<file path="src/hdl/mprvr_pkg.sv">
// Shared constants and types for the multipurpose-register readout block.
// Assumes both ends run on one command clock.
package mprvr_pkg;
  // ----------------------------------------------------------------
  // Command kinds and mode register selects
  // ----------------------------------------------------------------
  typedef enum logic [1:0] {
    CMD_NOP = 2'b00,
    CMD_MRS = 2'b01,
    CMD_RD = 2'b10,
    CMD_WR = 2'b11
  } mprvr_cmd_t;
  localparam logic [2:0] SEL_MR0 = 3'h0;
  localparam logic [2:0] SEL_MR3 = 3'h3;
  localparam logic [2:0] SEL_MR6 = 3'h6;
  localparam logic [2:0] SEL_RCW = 3'h7;
  // ----------------------------------------------------------------
  // Field positions and codes
  // ----------------------------------------------------------------
  localparam int MR6_CCD_LSB = 10;
  localparam int MR6_TRAIN_BIT = 7;
  localparam int MR6_RANGE_BIT = 6;
  localparam int MR3_EN_BIT = 2;
  localparam int MR3_FMT_LSB = 11;
  localparam int RD_BC_BIT = 12;
  localparam int RD_HI_BIT = 2;
  localparam logic [2:0] CCD_MAX_CODE = 3'h4;
  localparam logic [5:0] VREF_MAX_CODE = 6'h32;
  localparam logic [1:0] FMT_SERIAL = 2'h0;
  localparam logic [1:0] BL_OTF = 2'h1;
  localparam logic [1:0] BL_BC4 = 2'h2;
  // Reference level in hundredths of a percent
  localparam logic [13:0] VREF_R1_BASE = 14'h1770;
  localparam logic [13:0] VREF_R2_BASE = 14'h1194;
  localparam logic [13:0] VREF_STEP = 14'h0041;
  localparam logic [3:0] CCD_BASE_CLK = 4'h4;
  localparam logic [3:0] CCD_S_CLK = 4'h4;
  localparam logic [3:0] BURST_CLK = 4'h4;
  // ----------------------------------------------------------------
  // Controller register map and command word layout
  // ----------------------------------------------------------------
  localparam logic [7:0] REG_CMD = 8'h00;
  localparam logic [7:0] REG_STAT = 8'h04;
  localparam logic [7:0] REG_DATA = 8'h08;
  localparam int CW_BA_LSB = 14;
  localparam int CW_BG_LSB = 16;
  localparam int CW_KIND_LSB = 18;
  localparam int ST_ERR_BIT = 2;

  function automatic logic [3:0] ccd_clk(input logic [2:0] code);
    ccd_clk = CCD_BASE_CLK + {1'b0, code};
  endfunction

  function automatic logic [13:0] vref_level(input logic rng,
                                             input logic [5:0] code);
    vref_level = (rng ? VREF_R2_BASE : VREF_R1_BASE) +
                 14'(VREF_STEP * {8'h00, code});
  endfunction
endpackage

</file>
<file path="src/hdl/mprvr_if.sv">
// Command/address and read-data link between controller and device.
// Assumes one clock; two UIs of data per clock, first and second half.
`timescale 1ns/1ps
`default_nettype none
interface mprvr_if #(parameter int DQ_W = 8);
  logic cmd_valid;
  mprvr_pkg::mprvr_cmd_t cmd_kind;
  logic [1:0] bg;
  logic [1:0] ba;
  logic [13:0] addr;
  logic [DQ_W-1:0] dq_first;
  logic [DQ_W-1:0] dq_second;
  logic dq_oe_n;
  logic dqs_first;
  logic dqs_second;
  logic dqs_oe_n;
  modport dev(input cmd_valid, cmd_kind, bg, ba, addr,
              output dq_first, dq_second, dq_oe_n,
              output dqs_first, dqs_second, dqs_oe_n);
  modport ctl(output cmd_valid, cmd_kind, bg, ba, addr,
              input dq_first, dq_second, dq_oe_n,
              input dqs_first, dqs_second, dqs_oe_n);
endinterface
`default_nettype wire

</file>
<file path="src/hdl/mprvr_device.sv">
// Device end: mode register six/three/zero decode and serial readout.
// Assumes commands arrive synchronous to core_clk, tCCD spacing kept.
// How it works
// - Decode select; code 111 silently ignored
// - Controller never programs reserved select codes
// - A12:A10 pick long column delay 4..8
// - A7 training enable, A6 range
// - A5:A0 level, 0.65 percent steps
// - Only fixed eight-beat or chopped bursts
// - Chopped read starts at 000 or 100
// - Page 0 defaults, rewritable, kept until reset
// - Controller spaces page 1-3 reads long
// - Controller entry sequence and delays
// - Mode-three A12:A11 format, serial only
// - Reads redirected to location BA1:BA0
// - Controller sets A12 when on-fly length
// - Chopped burst order from A2, chopped tristates
// - Data follows after CAS latency
// - Controller exit sequence and delays
// - Same bits all lanes, bit 7 first
// - Strobes toggle with data, with preamble
`timescale 1ns/1ps
`default_nettype none
module mprvr_device #(
  parameter int DQ_W = 8,
  parameter int CAS_LAT = 10,
  // Page 0 training defaults, one byte per location
  parameter logic [31:0] PAGE0_INIT = 32'h00ff_55aa,
  // Arbitrary value, vendor page content
  parameter logic [7:0] VENDOR_BYTE = 8'h00
) (
  // Clock and reset
  input wire logic core_clk,
  input wire logic srst,
  // Link
  mprvr_if.dev link,
  // Decoded configuration
  output logic vref_train_en,
  output logic vref_range,
  output logic [5:0] vref_code,
  output logic [13:0] vref_level_centi,
  output logic [3:0] ccd_long_clk,
  output logic mpr_mode,
  output logic mpr_fmt_ok
);
  // ----------------------------------------------------------------
  // Command decode
  // ----------------------------------------------------------------
  // Pipeline taps off three early so outputs land exactly at CAS_LAT
  localparam int TAP = CAS_LAT - 3;

  typedef struct packed {
    logic v;
    logic bc4;
    logic hi;
    logic [7:0] data;
  } mprvr_rd_t;

  logic [2:0] mr_sel;
  logic is_mrs;
  logic is_rd;
  logic is_wr;
  logic mr0_wr;
  logic mr3_wr;
  logic mr6_wr;
  logic ccd_ok;
  logic vref_ok;
  logic rd_go;
  logic page0_wr;
  logic [7:0] page2_byte;
  logic [7:0] loc_byte;
  mprvr_rd_t rd_new;
  mprvr_rd_t tap;

  logic [2:0] ccd_code_ff;
  logic train_ff;
  logic range_ff;
  logic [5:0] vcode_ff;
  logic mpr_en_ff;
  logic [1:0] page_ff;
  logic [1:0] fmt_ff;
  logic [1:0] bl_mode_ff;
  logic [7:0] page0_ff [4];
  mprvr_rd_t pipe_ff [CAS_LAT];
  logic [13:0] level_ff;
  logic [3:0] ccd_clk_ff;

  assign mr_sel = {link.bg[0], link.ba};
  assign is_mrs = link.cmd_valid && (link.cmd_kind == mprvr_pkg::CMD_MRS);
  assign is_rd = link.cmd_valid && (link.cmd_kind == mprvr_pkg::CMD_RD);
  assign is_wr = link.cmd_valid && (link.cmd_kind == mprvr_pkg::CMD_WR);
  // Select 111 matches none of these, so it leaves every register alone
  assign mr0_wr = is_mrs && (mr_sel == mprvr_pkg::SEL_MR0);
  assign mr3_wr = is_mrs && (mr_sel == mprvr_pkg::SEL_MR3);
  assign mr6_wr = is_mrs && (mr_sel == mprvr_pkg::SEL_MR6);
  // Reserved codes keep the previous field instead of a bogus value
  assign ccd_ok = link.addr[mprvr_pkg::MR6_CCD_LSB +: 3] <=
                  mprvr_pkg::CCD_MAX_CODE;
  assign vref_ok = link.addr[5:0] <= mprvr_pkg::VREF_MAX_CODE;
  assign page0_wr = is_wr && mpr_en_ff && (page_ff == 2'h0);

  // ----------------------------------------------------------------
  // Location select
  // ----------------------------------------------------------------
  // Page 1 error frame is not tracked and reads as zero
  assign page2_byte = (link.ba == 2'h0) ? {train_ff, range_ff, vcode_ff} :
                      (link.ba == 2'h1) ? {5'h00, ccd_code_ff} :
                      (link.ba == 2'h2) ? {4'h0, fmt_ff, page_ff} :
                      {6'h00, bl_mode_ff};
  assign loc_byte = (page_ff == 2'h0) ? page0_ff[link.ba] :
                    (page_ff == 2'h2) ? page2_byte :
                    (page_ff == 2'h3) ? VENDOR_BYTE : 8'h00;
  // Unsupported formats get no burst at all
  assign mpr_fmt_ok = fmt_ff == mprvr_pkg::FMT_SERIAL;
  assign rd_go = is_rd && mpr_en_ff && mpr_fmt_ok;
  // On-the-fly setting runs as a fixed eight-beat burst here
  assign rd_new.v = rd_go;
  assign rd_new.bc4 = bl_mode_ff == mprvr_pkg::BL_BC4;
  assign rd_new.hi = rd_new.bc4 && link.addr[mprvr_pkg::RD_HI_BIT];
  assign rd_new.data = loc_byte;
  assign tap = pipe_ff[TAP];

  // ----------------------------------------------------------------
  // Mode registers and page 0 storage
  // ----------------------------------------------------------------
  always_ff @(posedge core_clk) begin
    if (srst) begin
      ccd_code_ff <= 3'h0;
      train_ff <= 1'b0;
      range_ff <= 1'b0;
      vcode_ff <= 6'h00;
    end else if (mr6_wr) begin
      if (ccd_ok) begin
        ccd_code_ff <= link.addr[mprvr_pkg::MR6_CCD_LSB +: 3];
      end
      train_ff <= link.addr[mprvr_pkg::MR6_TRAIN_BIT];
      range_ff <= link.addr[mprvr_pkg::MR6_RANGE_BIT];
      if (vref_ok) begin
        vcode_ff <= link.addr[5:0];
      end
    end
  end

  always_ff @(posedge core_clk) begin
    if (srst) begin
      mpr_en_ff <= 1'b0;
      page_ff <= 2'h0;
      fmt_ff <= 2'h0;
      bl_mode_ff <= 2'h0;
    end else if (mr3_wr) begin
      mpr_en_ff <= link.addr[mprvr_pkg::MR3_EN_BIT];
      page_ff <= link.addr[1:0];
      fmt_ff <= link.addr[mprvr_pkg::MR3_FMT_LSB +: 2];
    end else if (mr0_wr) begin
      bl_mode_ff <= link.addr[1:0];
    end
  end

  // Reset is the re-initialisation that restores the defaults
  always_ff @(posedge core_clk) begin
    for (int i = 0; i < 4; i++) begin
      if (srst) begin
        page0_ff[i] <= PAGE0_INIT[8*i +: 8];
      end else if (page0_wr && (link.ba == 2'(i))) begin
        page0_ff[i] <= link.addr[7:0];
      end
    end
  end

  always_ff @(posedge core_clk) begin
    if (srst) begin
      level_ff <= 14'h0000;
      ccd_clk_ff <= 4'h0;
    end else begin
      level_ff <= mprvr_pkg::vref_level(range_ff, vcode_ff);
      ccd_clk_ff <= mprvr_pkg::ccd_clk(ccd_code_ff);
    end
  end

  // ----------------------------------------------------------------
  // Read latency pipeline
  // ----------------------------------------------------------------
  always_ff @(posedge core_clk) begin
    for (int k = 0; k < CAS_LAT; k++) begin
      if (srst) begin
        pipe_ff[k] <= '0;
      end else if (k == 0) begin
        pipe_ff[k] <= rd_new;
      end else begin
        pipe_ff[k] <= pipe_ff[k-1];
      end
    end
  end

  // ----------------------------------------------------------------
  // Burst engine and output stage
  // ----------------------------------------------------------------
  logic act_ff;
  logic [1:0] beat_ff;
  logic [7:0] byte_ff;
  logic bc4_ff;
  logic hi_ff;
  logic drive;
  logic nxt_pre;
  logic [2:0] ui_a;
  logic [2:0] ui_b;
  logic [DQ_W-1:0] dq_first_ff;
  logic [DQ_W-1:0] dq_second_ff;
  logic dq_oe_n_ff;
  logic dqs_first_ff;
  logic dqs_oe_n_ff;

  // A read landing early truncates the running burst
  always_ff @(posedge core_clk) begin
    if (srst) begin
      act_ff <= 1'b0;
      beat_ff <= 2'h0;
      byte_ff <= 8'h00;
      bc4_ff <= 1'b0;
      hi_ff <= 1'b0;
    end else if (tap.v) begin
      act_ff <= 1'b1;
      beat_ff <= 2'h0;
      byte_ff <= tap.data;
      bc4_ff <= tap.bc4;
      hi_ff <= tap.hi;
    end else if (act_ff) begin
      beat_ff <= beat_ff + 2'h1;
      act_ff <= beat_ff != 2'h3;
    end
  end

  // Chopped bursts leave the last two clocks tristated
  assign drive = act_ff && !(bc4_ff && beat_ff[1]);
  assign ui_a = {hi_ff | beat_ff[1], beat_ff[0], 1'b0};
  assign ui_b = ui_a | 3'h1;
  // Seamless bursts need no fresh preamble
  assign nxt_pre = tap.v && !drive;

  always_ff @(posedge core_clk) begin
    if (srst) begin
      dq_first_ff <= '0;
      dq_second_ff <= '0;
      dq_oe_n_ff <= 1'b1;
      dqs_first_ff <= 1'b0;
      dqs_oe_n_ff <= 1'b1;
    end else begin
      dq_first_ff <= {DQ_W{drive & byte_ff[3'h7 - ui_a]}};
      dq_second_ff <= {DQ_W{drive & byte_ff[3'h7 - ui_b]}};
      dq_oe_n_ff <= !drive;
      dqs_first_ff <= drive;
      dqs_oe_n_ff <= !(drive || nxt_pre);
    end
  end

  assign link.dq_first = dq_first_ff;
  assign link.dq_second = dq_second_ff;
  assign link.dq_oe_n = dq_oe_n_ff;
  assign link.dqs_first = dqs_first_ff;
  assign link.dqs_second = 1'b0;
  assign link.dqs_oe_n = dqs_oe_n_ff;
  assign vref_train_en = train_ff;
  assign vref_range = range_ff;
  assign vref_code = vcode_ff;
  assign vref_level_centi = level_ff;
  assign ccd_long_clk = ccd_clk_ff;
  assign mpr_mode = mpr_en_ff;
endmodule
`default_nettype wire

</file>
<file path="src/flat_wrapper.sv">
// flat-port wrapper written by rule: the top's interface ports become plain ports
module mprvr_device_flat 
#(
  parameter int DQ_W = 8,
  parameter int CAS_LAT = 10,
                                                    
  parameter logic [31:0] PAGE0_INIT = 32'h00ff_55aa,
                                         
  parameter logic [7:0] VENDOR_BYTE = 8'h00
)
  (core_clk, srst, vref_train_en, vref_range, vref_code, vref_level_centi, ccd_long_clk, mpr_mode, mpr_fmt_ok, link_cmd_valid, link_cmd_kind, link_bg, link_ba, link_addr, link_dq_first, link_dq_second, link_dq_oe_n, link_dqs_first, link_dqs_second, link_dqs_oe_n);
  mprvr_if #(.DQ_W(DQ_W)) link_i ();
  input wire logic core_clk;
  input wire logic srst;
  output logic vref_train_en;
  output logic vref_range;
  output logic [5:0] vref_code;
  output logic [13:0] vref_level_centi;
  output logic [3:0] ccd_long_clk;
  output logic mpr_mode;
  output logic mpr_fmt_ok;
  input wire logic [$bits(link_i.cmd_valid)-1:0] link_cmd_valid;
  input wire logic [$bits(link_i.cmd_kind)-1:0] link_cmd_kind;
  input wire logic [$bits(link_i.bg)-1:0] link_bg;
  input wire logic [$bits(link_i.ba)-1:0] link_ba;
  input wire logic [$bits(link_i.addr)-1:0] link_addr;
  output wire logic [$bits(link_i.dq_first)-1:0] link_dq_first;
  output wire logic [$bits(link_i.dq_second)-1:0] link_dq_second;
  output wire logic [$bits(link_i.dq_oe_n)-1:0] link_dq_oe_n;
  output wire logic [$bits(link_i.dqs_first)-1:0] link_dqs_first;
  output wire logic [$bits(link_i.dqs_second)-1:0] link_dqs_second;
  output wire logic [$bits(link_i.dqs_oe_n)-1:0] link_dqs_oe_n;
  assign link_i.cmd_valid = link_cmd_valid;
  assign link_i.cmd_kind = link_cmd_kind;
  assign link_i.bg = link_bg;
  assign link_i.ba = link_ba;
  assign link_i.addr = link_addr;
  assign link_dq_first = link_i.dq_first;
  assign link_dq_second = link_i.dq_second;
  assign link_dq_oe_n = link_i.dq_oe_n;
  assign link_dqs_first = link_i.dqs_first;
  assign link_dqs_second = link_i.dqs_second;
  assign link_dqs_oe_n = link_i.dqs_oe_n;
  mprvr_device #(.DQ_W(DQ_W), .CAS_LAT(CAS_LAT), .PAGE0_INIT(PAGE0_INIT), .VENDOR_BYTE(VENDOR_BYTE)) u_core (.core_clk(core_clk), .srst(srst), .link(link_i), .vref_train_en(vref_train_en), .vref_range(vref_range), .vref_code(vref_code), .vref_level_centi(vref_level_centi), .ccd_long_clk(ccd_long_clk), .mpr_mode(mpr_mode), .mpr_fmt_ok(mpr_fmt_ok));
endmodule
</file>
<file path="config.mk">
export PLATFORM = sky130hd
export DESIGN_NAME = mprvr_device_flat
export DESIGN_NICKNAME = d
export VERILOG_FILES = /design/src/hdl/mprvr_pkg.sv /design/src/hdl/mprvr_if.sv /design/src/hdl/mprvr_device.sv /design/src/flat_wrapper.sv
export SDC_FILE = /design/constraint.sdc
export NUM_CORES = 1
export LEC_CHECK = 0
export BUFFER_PORTS_ARGS = -buffer_cell sky130_fd_sc_hd__clkbuf_2
export CELL_PAD_IN_SITES_DETAIL_PLACEMENT = 1
export CELL_PAD_IN_SITES_GLOBAL_PLACEMENT = 2
export CORE_MARGIN = 3
export CORE_UTILIZATION = 37
export CTS_BUF_LIST = sky130_fd_sc_hd__clkbuf_8
export CTS_CLUSTER_DIAMETER = 150
export CTS_CLUSTER_SIZE = 10
export DETAILED_ROUTE_END_ITERATION = 16
export GPL_TIMING_DRIVEN = 1
export PLACE_DENSITY_LB_ADDON = 0.1
export SETUP_SLACK_MARGIN = 0.15
export SYNTH_ARGS = -nofsm -noshare
export SYNTH_HDL_FRONTEND = slang
export SYNTH_SLANG_ARGS = --single-unit
</file>
<file path="constraint.sdc">
create_clock -name core_clk -period 2.5 [get_ports core_clk]
set_input_delay 0.375 -clock core_clk [delete_from_list [all_inputs] [get_ports core_clk]]
set_output_delay 0.375 -clock core_clk [all_outputs]
set_load 0.01 [all_outputs]
</file>
# ---- Word-level counts from Yosys, hierarchy flattened
# Memory sizes are Yosys's and may differ from the RTL's.
# Cells that the tools add are included.
# Widths: inputs -> output; s select.
dict set report totals {
  reg_bits 54
  ram_bits 142
  output_inout_bits 48
  word_cells 132
  mem_count 2
}
# name words word_bits rd rd_clocked_by_memory_dff wr line
set mem_list {}
lappend mem_list {u_core.pipe_ff 10 11 9 0 10 mprvr_device.sv:84} ;# mprvr_rd_t pipe_ff [CAS_LAT];
lappend mem_list {u_core.page0_ff 4 8 1 0 4 mprvr_device.sv:83} ;# logic [7:0] page0_ff [4];
dict set report op_classes {
  add_sub_neg 5
  multipliers 1
  order_cmp 4
  n_eq_ne 11
  n_mux 41
  n_bitwise 18
  reduce_logical 30
}
# operator count
set op_table {}
lappend op_table {{$mux 11} 11}
lappend op_table {{$mux 8} 8}
lappend op_table {{$mux 1} 19}
lappend op_table {{$logic_and 1x1->1} 18}
lappend op_table {{$or 1x1->1} 15}
lappend op_table {{$add 14x13->14} 1}
lappend op_table {{$mul 7x6->13 const A} 1}
lappend op_table {{$eq 2x2->1 const B} 6}
lappend op_table {{$lt 3x4->1 const B} 2}
lappend op_table {{$bmux 1 s3} 2}
lappend op_table {{$le 6x6->1 const B} 1}
lappend op_table {{$logic_not 2->1} 3}
lappend op_table {{$reduce_and 2->1} 3}
lappend op_table {{$sub 3x3->3 const A} 2}
lappend op_table {{$add 3x3->4 const A} 1}
lappend op_table {{$eq 2x1->1 const B} 2}
lappend op_table {{$mux 4} 1}
lappend op_table {{$eq 3x2->1 const B} 1}
lappend op_table {{$eq 3x3->1 const B} 1}
lappend op_table {{$le 3x3->1 const B} 1}
lappend op_table {{$logic_not 1->1} 3}
lappend op_table {{$logic_not 3->1} 1}
lappend op_table {{$add 2x1->2 const B} 1}
lappend op_table {{$and 1x1->1} 2}
lappend op_table {{other kinds (4)} 4}

# ---- Depth between registers and ports, before layout
# Gate-level depths: netlist (run 1).
dict set report depth {
  ltp_word 9
  mapped_depth 10
}

# ---- Worst setup path after synthesis (run 1)
# No wires, ideal clock.
dict set report synth_path {
  path_type {flip-flop to flip-flop}
  start {register u_core.vcode_ff[4], in the netlist u_core.vref_code[4]}
  end {register u_core.level_ff[10], in the netlist u_core.vref_level_centi[10]}
  setup_time_ns 0.128
  arrival_time_ns 2.304
  path_slack_ns 0.068
  path_stages_with_launch 11
  path_buffers 0
  cell_sequence {dfxtp_1 ha_1 ha_1 inv_1 fa_1 inv_1 ha_1 or3_1 o221ai_1 xor2_1 nor2_1}
}
dict set report synth_between {
  elab_chain_cells 2
}
# item line
set synth_lines {}
lappend synth_lines {{from (decl)} mprvr_device.sv:78} ;# logic [5:0] vcode_ff;
lappend synth_lines {{from (signal assigned)} mprvr_device.sv:139} ;# vcode_ff <= link.addr[5:0];
lappend synth_lines {{$mul 7x6->13} mprvr_pkg.sv:57} ;# 14'(VREF_STEP * {8'h00, code});
lappend synth_lines {{$add 14x13->14} mprvr_pkg.sv:56} ;# vref_level = (rng ? VREF_R2_BASE : VREF_R1_BASE) +
lappend synth_lines {{to (signal assigned)} mprvr_device.sv:175} ;# level_ff <= mprvr_pkg::vref_level(range_ff, vcode_ff);
lappend synth_lines {{to (decl)} mprvr_device.sv:85} ;# logic [13:0] level_ff;
# Every way passes these cells.
# A chain may end at the register's enable or synchronous reset.

# ---- Final worst setup path (run 1)
dict set report layout_path {
  start {register u_core.vcode_ff[5], in the netlist u_core.vref_code[5]}
  end {register u_core.level_ff[10], in the netlist u_core.vref_level_centi[10]}
}
# Same word-level chain as after synthesis.

==> impl_metrics.toml, run 1 <==
[cells_and_area]
nNetsFinal = 644
final_cell_mix = "140 x dfxtp_1, 86 x nor2b_1, 64 x clkbuf_2"
fillers = 1830
mostFrequentLayoutCell = "dfxtp_1"
diodes = 0
multiInputGateArea_mm2 = 0.00235
seq_area_mm2 = 0.00381
syn2layout_area_growth_pct = 15.9
drive_gt1_share_pct = 23.8

[timing]
hold_ws_ns = 0.212
rsz0062_at_grt = "true"
layout_min_cycle_time_ns = 2.32
skew_ns = 0.0114
max_freq_ghz = 0.431
setup_viol = 0
slew_violations = 0
period_share_pct = 92.7
max_slew_margin_pct = 49.7
fin_tns_setup_ns = 0
worst_pin_slew_ns = 0.754
final_hold_viol_count = 0

[critical_path]
startpoint_type = "flip-flop"
critPathMaxStageDelay_ns = 0.54
crit_type = "reg -> reg"
reg2regPathDepth = 10
slowest_stage = "fa_1"
critPathCaptureType = "flip-flop"
worst_path_most_repeated_cell = "ha_4"
cp-startpoint = "u_core.vref_code[5]$_SDFFE_PP0P_"
arrival_ns = 2.66
rr_startpoint = "u_core.vref_code[5]$_SDFFE_PP0P_"
ff2ff_setup_slack_ns = 0.18
r2r_end = "u_core.vref_level_centi[10]$_SDFF_PP0_"
crit_chain = "ha_4 > ha_4 > inv_2 > fa_1 > inv_2 > ha_4 > or3_4 > o221ai_2 > xor2_1 > nor2_1"
cp_max_fo = 5
crit_required_ns = 2.84

[yosys]
synth-warning-count = 0
ys_seq_elements = 174
ys.flop_type = "dfxtp_1"
synth_top_family_by_area = "simple AND/OR/NAND/NOR gates"
synth_edf_count = 32
ys_seq_area_share_pct = 59.6
netlist_area_mm2 = 0.00638
synth_xor_xnor_area_share_pct = 0.823
synth.avg_cell_area_um2 = 11.8
synthCells = 540
syn_nets = 580
synth_fa_ha_area_share_pct = 3.57
synth-compound-area-share_pct = 4.25
synth-simple-area-share_pct = 19.1
async_flop_share_pct = 0
synth.distinct_cells = 54
muxShareOfSynthArea_pct = 8.25

[global_routing]
grt_pass1_wl_um = 21800
grt_usage_pct = 15.3
antenna_found_initial = 0
grt.overflow.total = 0
grt_pass1_vias = 4067
grt_max_degree = 89

[floorplan]
rows = 47
initial_core_util_pct = 38.1
die_width_um = 137
ios = 71
die_h_um = 137
core_mm2 = 0.0168
dieArea_mm2 = 0.0189

[clock_tree]
cts_htree_levels = 4
cts_made_buffers = 17
cts_sinks = 174
post_cts_buffers = 0
cts_buffer_depth = 2
cts_tree = "built"
clockRootBuffer = "clkbuf_8"
clock_latency_ns = 0.45
clk_pin_slew_worst_paths_ns = 0.10

[detailed_routing]
drc_errors = 0
vias = 3899
antenna_left = 0
finalWirelength_um = 13400
drtIter0Drc = 211
via_per_inst = 4.66
avgRoutedWirePerCell_um = 16.0
first_pass_iters = 4

[min_path]
hold_path_depth = 3
hp-class = "in -> reg"
hold_end = "u_core.vref_range$_SDFFE_PP0P_"
min_from = "link_addr[6]"

[pwr]
clkPwrFrac_pct = 38.8
netSwitchingFraction_pct = 24.8
p_comb_share_pct = 4.5
p_sw_mw = 1.27
power_density_mw_per_mm2 = 693
cellLeakagePower_nw = 2.90
p_int_mw = 3.86
finalPower_mw = 5.13
ir_drop_mv = 0.387
pwr-share-seq_pct = 56.7

[place]
dpl.hpwl_um = 9360
gp_congestion = 0.802
numPortBuffers = 65

[job]
max_cap_viol_count = 0

[outcome]
outcome = "complete, no violations"
==> worst max-delay path, delay by kind of cell, from the launching register on <==
family	cells	cell delay (ns)
fa+ha+maj	4	0.96
simple gates	2	0.44
flops	1	0.37
xor+xnor	1	0.18
compound gates	1	0.17
buf+inv	2	0.08
==> Yosys cell counts, drive strengths merged, types with 2 or more instances <==
cell type    n  area (µm²)
a2111oi      2        20.0
a211oi       3        22.5
a21oi       14        70.1
a221oi       2        17.5
a31oi        2        12.5
and2        20         125
and3         3        18.8
and3b        2        18.8
buf         26         174
clkbuf      14        52.6
dfxtp      142        2840
edfxtp      32         961
fa           2        40.0
ha          15         188
inv         14        52.6
mux2i       29         290
mux4        10         225
nand2       12        47.6
nand2b      15        93.8
nand3        4        20.0
nand3b       2        15.0
nor2        45         169
nor2b       86         538
nor3         8        51.3
nor4         2        27.5
o211ai       2        15.0
o21a         4        30.0
o21ai        4        20.0
o22ai        2        12.5
xnor2        2        17.5
xor2         4        35.0
==> logic make-up after synthesis <==
group,Yosys count
AOI/OAI and AO/OA,40
xor gates and xnor gates,6
muxes,40
adders and majority gates,17
other,1
buffers and inverters,54
DFF,174
and+or+nand+nor,208
==> power groups by stage <==
stage | clock, mW | combinational [mW] | sequential, mW
4_1_cts | 2.07 | 0.236 | 2.91
5_1_grt | 2.19 | 0.257 | 2.91
2_1_floorplan | 0 | 0.132 | 2.98
6_report | 1.99 | 0.231 | 2.91
3_5_place_dp | 0 | 0.234 | 2.97
3_3_place_gp | 0 | 0.232 | 2.97
==> what timing repair did <==
action / CTS / global route
hold buffers: 0 / 0
resized for setup: 2 / 9
pin swaps: 0 / 6
setup endpoints to repair: 1 / 5
==> flip-flops by register name, summed over array words and instances, names as in the netlist, 2 cells and up <==
name                     count
u_core.beat_ff               2
u_core.bl_mode_ff            2
u_core.byte_ff               8
u_core.ccd_code_ff           3
u_core.ccd_long_clk          4
u_core.fmt_ff                2
u_core.page0_ff             32
u_core.page_ff               2
u_core.pipe_ff              88
u_core.vref_code             6
u_core.vref_level_centi     14
==> layer usage <==
metal | vias to the layer above | track usage [%] | routed length (µm)
li1 | 1917 | - | -
met1 | 1888 | 19.7 | 6150
met2 | 79 | 25.1 | 6520
met3 | 15 | 4.09 | 570
met4 | 0 | 4.77 | 158
met5 | - | 0 | 0
==> how the worst max path moves through the flow <==
stage | end | slack [ns] | depth (start not counted)
2_1_floorplan | u_core.vref_level_centi[10]$_SDFF_PP0_ | 0.16 | 10
3_3_place_gp | u_core.vref_level_centi[10]$_SDFF_PP0_ | 0.16 | 10
3_5_place_dp | u_core.vref_level_centi[10]$_SDFF_PP0_ | 0.1 | 10
4_1_cts | u_core.vref_level_centi[10]$_SDFF_PP0_ | 0.16 | 10
5_1_grt | u_core.vref_level_centi[10]$_SDFF_PP0_ | 0.06 | 10
6_report | u_core.vref_level_centi[10]$_SDFF_PP0_ | 0.18 | 10
==> cell type report <==
type	count	area share (%)
clock buffer	18	3.35
clock inverter	14	2.30
inverter	14	0.711
multi-input combinational	312	31.8
sequential	174	51.5
tap	220	3.72
timing repair buffer	85	6.63
==> stage by stage <==
stage,util (%),area (µm²),instances,setup slack [ns]
2_1_floorplan,-,6380,540,0.159
3_3_place_gp,41.3,6920,805,0.165
3_5_place_dp,41.3,6920,805,0.0963
4_1_cts,43.9,7350,837,0.156
5_1_grt,44.1,7400,837,0.0600
6_report,44.1,7400,837,0.182
No activity file was read; power rests on OpenSTA's default activity.
==> run 2: changes to the inputs <==
Settings changed: CORE_MARGIN 3 to default.
==> run 2 against run 1 <==
Net effect:
- clock power up 5%
- critical path type unchanged
- largest power group unchanged
- worst setup slack improved by 0.017 ns
- sequential cell count unchanged
- utilization increased by 0.31 points
- die area down 5.7%
==> impl_metrics.toml, run 2 (synthesized netlist as in run 1, its figures left out) <==
[outcome]
outcome = "complete, no violations"

[timing]
period_share_pct = 92.0
fin_tns_setup_ns = 0
setup_viol = 0
max_slew_margin_pct = 50.6
hold_ws_ns = 0.224
slew_violations = 0
setup_ws_ns = 0.199
layout_min_cycle_time_ns = 2.30
rsz0062_at_grt = "true"
max_freq_ghz = 0.435
final_hold_viol_count = 0
worst_pin_slew_ns = 0.740
skew_ns = 0.0112

[global_routing]
grt.overflow.total = 0
antenna_found_initial = 0
grt_pass1_wl_um = 21100
grt_usage_pct = 15.9
grt_max_degree = 49
grt_pass1_vias = 3952

[clock_tree]
cts_buffer_depth = 2
clockRootBuffer = "clkbuf_8"
ctsHoldBuffers = 0
cts_tree = "built"
cts_made_buffers = 17
clock_latency_ns = 0.45
clk_pin_slew_worst_paths_ns = 0.09
cts_htree_levels = 4
cts_sinks = 174

[job]
max_cap_viol_count = 0

[critical_path]
path_depth = 10
critPathMaxStageDelay_ns = 0.55
crit_chain = "ha_4 > ha_4 > inv_2 > fa_1 > inv_2 > ha_4 > or3_4 > o221ai_2 > xor2_1 > nor2_1"
crit_buf_inv = 2
startpoint_type = "flip-flop"
arrival_ns = 2.64
slowest_stage = "fa_1"
cp_max_fo = 4
worst_path_most_repeated_cell = "ha_4"
rr_startpoint = "u_core.vref_code[5]$_SDFFE_PP0P_"
crit_type = "reg -> reg"
critPathCaptureType = "flip-flop"
cp-startpoint = "u_core.vref_code[5]$_SDFFE_PP0P_"
reg2regPathDepth = 10
cp_top_family = "adder cells"
crit_required_ns = 2.84
ff2ff_setup_slack_ns = 0.20

[cells_and_area]
regMostFlops = "u_core.pipe_ff"
diodes = 0
mostFrequentLayoutCell = "dfxtp_1"
final_cell_mix = "140 x dfxtp_1, 86 x nor2b_1, 64 x clkbuf_2"
nNetsFinal = 646
drive_gt1_share_pct = 24.2
largest_reg_flops = 88
syn2layout_area_growth_pct = 16.3
design_area_mm2 = 0.00742

[place]
numPortBuffers = 65
placed_area_mm2 = 0.00691
gp_congestion = 0.762
dpl.hpwl_um = 9120
pre_cts_ws_ns = 0.122

[floorplan]
die_h_um = 133
core_mm2 = 0.0167
die_width_um = 133
ios = 71
initial_core_util_pct = 38.2
rows = 47
dieArea_mm2 = 0.0178

[detailed_routing]
avgRoutedWirePerCell_um = 15.9
drtIter0Drc = 72
finalWirelength_um = 13300
first_pass_iters = 4
antenna_left = 0
drc_errors = 0
via_per_inst = 4.72
vias = 3964

[pwr]
ir_drop_mv = 0.395
cellLeakagePower_nw = 2.94
power_density_mw_per_mm2 = 705

[min_path]
min_from = "link_addr[7]"
hp-class = "in -> reg"
hold_path_depth = 3
-- run 2: cell types whose count changed in the layout (fill, tap and decap cells not counted), sizes merged --
cell | before | now
clkinv | 5 | 0
inv | 21 | 24
buf | 21 | 23
bufinv | 1 | 3
clkbuf | 82 | 83
clkinvlp | 1 | 0
-- run 2: metal layers --
metal  track usage [%]  wire, µm
met4              7.20       271
met5                 0         0
met1              19.7      6120
met2              26.2      6490
met3              3.84       444
-- run 2: area by class of cell --
class,count,area (µm²)
Clock buffer,19,262
Clock inverter,13,170
Fill cell,1820,9280
Inverter,14,52.6
Sequential cell,174,3810
Tap cell,220,275
Multi-Input combinational cell,312,2360
Timing Repair Buffer,87,493
-- run 2: per-stage QoR --
stage	cells	total power, mW	utilization, %
3_3_place_gp	805	3.20	41.4
5_1_grt	839	5.46	44.4
6_report	839	5.23	44.4
2_1_floorplan	540	3.11	-
4_1_cts	837	5.33	44.0
3_5_place_dp	805	3.21	41.4
-- run 2: power breakdown --
group	internal [mW]	switching, mW	total [mW]	leakage, nW
clock network	1.07	1.03	2.09	0.225
registers	2.90	0.0124	2.91	1.43
logic	0.0882	0.141	0.229	1.29
-- run 2: worst register-to-register path, cell delays in order, from the launching register on --
cell	delay [ns]
dfxtp_2	0.37
ha_4	0.14
ha_4	0.12
inv_2	0.03
fa_1	0.55
inv_2	0.05
ha_4	0.16
or3_4	0.39
o221ai_2	0.18
xor2_1	0.16
nor2_1	0.05
-- run 2: path summary, 6_finish.rpt --
path                                                 end
setup / recovery  u_core.vref_level_centi[10]$_SDFF_PP0_
setup reg to reg  u_core.vref_level_centi[10]$_SDFF_PP0_
hold / removal         u_core.vref_train_en$_SDFFE_PP0P_
hold reg to reg         u_core.pipe_ff[2][14]$_SDFF_PP0_
-- run 2: timing repair --
item / 4_1_cts / 5_1_grt
endpoints found under the setup margin: 2 / 4
buffers inserted: 0 / 2
resized for setup: 2 / 11
pin swaps: 0 / 6
==> run 3: changes to the inputs <==
==> constraint.sdc (replaced) <==
create_clock -name core_clk -period 2.5 [get_ports core_clk]
set_input_delay 0 -clock core_clk [delete_from_list [all_inputs] [get_ports core_clk]]
set_output_delay 0 -clock core_clk [all_outputs]
set_load 0.01 [all_outputs]
==> run 3 against run 2 <==
Net effect:
- global-route usage grew 0.42 points
- first-iteration DRC count increased by 110%
- critical path type unchanged
- clock power shrank 11%
- die area unchanged
- worst setup slack improved by 0.029 ns
- critical endpoint unchanged
- maximum frequency increased by 1.3%
- clock skew barely moved
- utilization grew 0.58 points
==> impl_metrics.toml, run 3 (synthesized netlist as in run 1, its figures left out) <==
[timing]
worst_pin_slew_ns = 0.712
hold_ws_ns = 0.115
skew_ns = 0.0114
rsz0062_at_grt = "true"
setup_viol = 0
max_slew_margin_pct = 52.4
period_share_pct = 90.9
fin_tns_setup_ns = 0
final_hold_viol_count = 0
layout_min_cycle_time_ns = 2.27
max_freq_ghz = 0.440
slew_violations = 0

[cells_and_area]
syn2layout_area_growth_pct = 17.8
diodes = 0
mostFrequentLayoutCell = "dfxtp_1"
nNetsFinal = 659
final_cell_mix = "140 x dfxtp_1, 86 x nor2b_1, 64 x clkbuf_2"
regMostFlops = "u_core.pipe_ff"
largest_reg_flops = 88
drive_gt1_share_pct = 22.6

[critical_path]
crit_type = "reg -> reg"
cp_top_family = "adder cells"
worst_path_most_repeated_cell = "ha_4"
crit_required_ns = 2.83
cp-startpoint = "u_core.vref_code[5]$_SDFFE_PP0P_"
crit_chain = "ha_4 > ha_4 > inv_2 > fa_1 > inv_2 > ha_4 > or3_4 > o221ai_2 > xor2_1 > nor2_1"
cp_max_fo = 4
slowest_stage = "fa_1"
crit_buf_inv = 2
arrival_ns = 2.60
critPathCaptureType = "flip-flop"
critPathMaxStageDelay_ns = 0.54
rr_startpoint = "u_core.vref_code[5]$_SDFFE_PP0P_"
startpoint_type = "flip-flop"

[global_routing]
antenna_found_initial = 0
grt_usage_pct = 16.3
grt_pass1_wl_um = 21800
grt_pass1_vias = 4056
grt.overflow.total = 0
grt_max_degree = 94

[job]
max_cap_viol_count = 0

[detailed_routing]
via_per_inst = 4.65
drc_errors = 0
finalWirelength_um = 13700
drtIter0Drc = 151
first_pass_iters = 4
vias = 3960
avgRoutedWirePerCell_um = 16.0
antenna_left = 0

[floorplan]
dieArea_mm2 = 0.0178
rows = 47
die_width_um = 133
die_h_um = 133
ios = 71
core_mm2 = 0.0167
initial_core_util_pct = 38.2

[clock_tree]
clockRootBuffer = "clkbuf_8"
cts_htree_levels = 4
cts_tree = "built"
cts_buffer_depth = 2
cts_made_buffers = 17
clock_latency_ns = 0.45
cts_sinks = 174
clk_pin_slew_worst_paths_ns = 0.09

[min_path]
hp-class = "in -> reg"
min_from = "link_ba[1]"

[pwr]
ir_drop_mv = 0.369
power_density_mw_per_mm2 = 667
cellLeakagePower_nw = 2.96
finalPower_mw = 5.01

[place]
numPortBuffers = 65
gp_congestion = 0.777
dpl.hpwl_um = 8960

[outcome]
outcome = "complete, no violations"
[run 3: cell count changes in the layout (fill, tap and decap cells not counted), moves of 2 or more]
| cell | change |
|---|---|
| buf_4 | -7 |
| bufinv_16 | -2 |
| clkbuf_8 | -2 |
| clkinv_4 | +2 |
| clkinvlp_4 | +3 |
| dlygate4sd3_1 | +19 |
| inv_6 | -2 |
[run 3: per-stage QoR]
step / cell area (µm²) / setup WS, ns / util [%] / instances
2_1_floorplan: 6380 / 0.159 / - / 540
3_3_place_gp: 6880 / 0.171 / 41.2 / 799
3_5_place_dp: 6880 / 0.103 / 41.2 / 799
4_1_cts: 7460 / 0.163 / 44.6 / 850
5_1_grt: 7520 / 0.108 / 45.0 / 852
6_report: 7520 / 0.229 / 45.0 / 852
[run 3: repair_timing]
item	CTS	global route
hold buffers	19	0
pin swaps	0	7
hold endpoints to repair	80	0
setup buffers	0	2
gates resized for setup	3	10
gates cloned	0	0
endpoints found under the setup margin	2	5
[run 3: tightest hold or removal path: stages]
cell and delay, ns:
clkbuf_2 0.23, nor2_1 0.11, nand3_1 0.10, a21oi_1 0.07
[run 3: final timing paths]
check	endpoint	slack, ns	cells past startpoint
min	u_core.pipe_ff[0][7]$_SDFF_PP0_	0.11	4
max reg2reg	u_core.vref_level_centi[10]$_SDFF_PP0_	0.23	10
max	u_core.vref_level_centi[10]$_SDFF_PP0_	0.23	10
min reg2reg	u_core.pipe_ff[1][15]$_SDFF_PP0_	0.44	1
[run 3: layer usage]
metal  vias to the layer above  GRT usage (%)  wire (µm)
met3                        12           4.49        416
met5                         -              0          0
li1                       1956              -          -
met4                         0           5.05        174
met1                      1924           20.9       6470
met2                        68           26.7       6600
[run 3: cell type report]
class / count / area [µm²]
Tap cell: 220 / 275
Timing Repair Buffer: 100 / 651
Fill cell: 1791 / 9180
Sequential cell: 174 / 3810
Clock buffer: 17 / 234
Multi-Input combinational cell: 312 / 2360
Clock inverter: 15 / 135
Inverter: 14 / 52.6
[run 3: report_power, final]
group          switching, mW  total, mW  internal (mW)
registers             0.0122       2.91           2.90
logic                  0.145      0.246          0.101
clock network           1.06       1.86          0.800
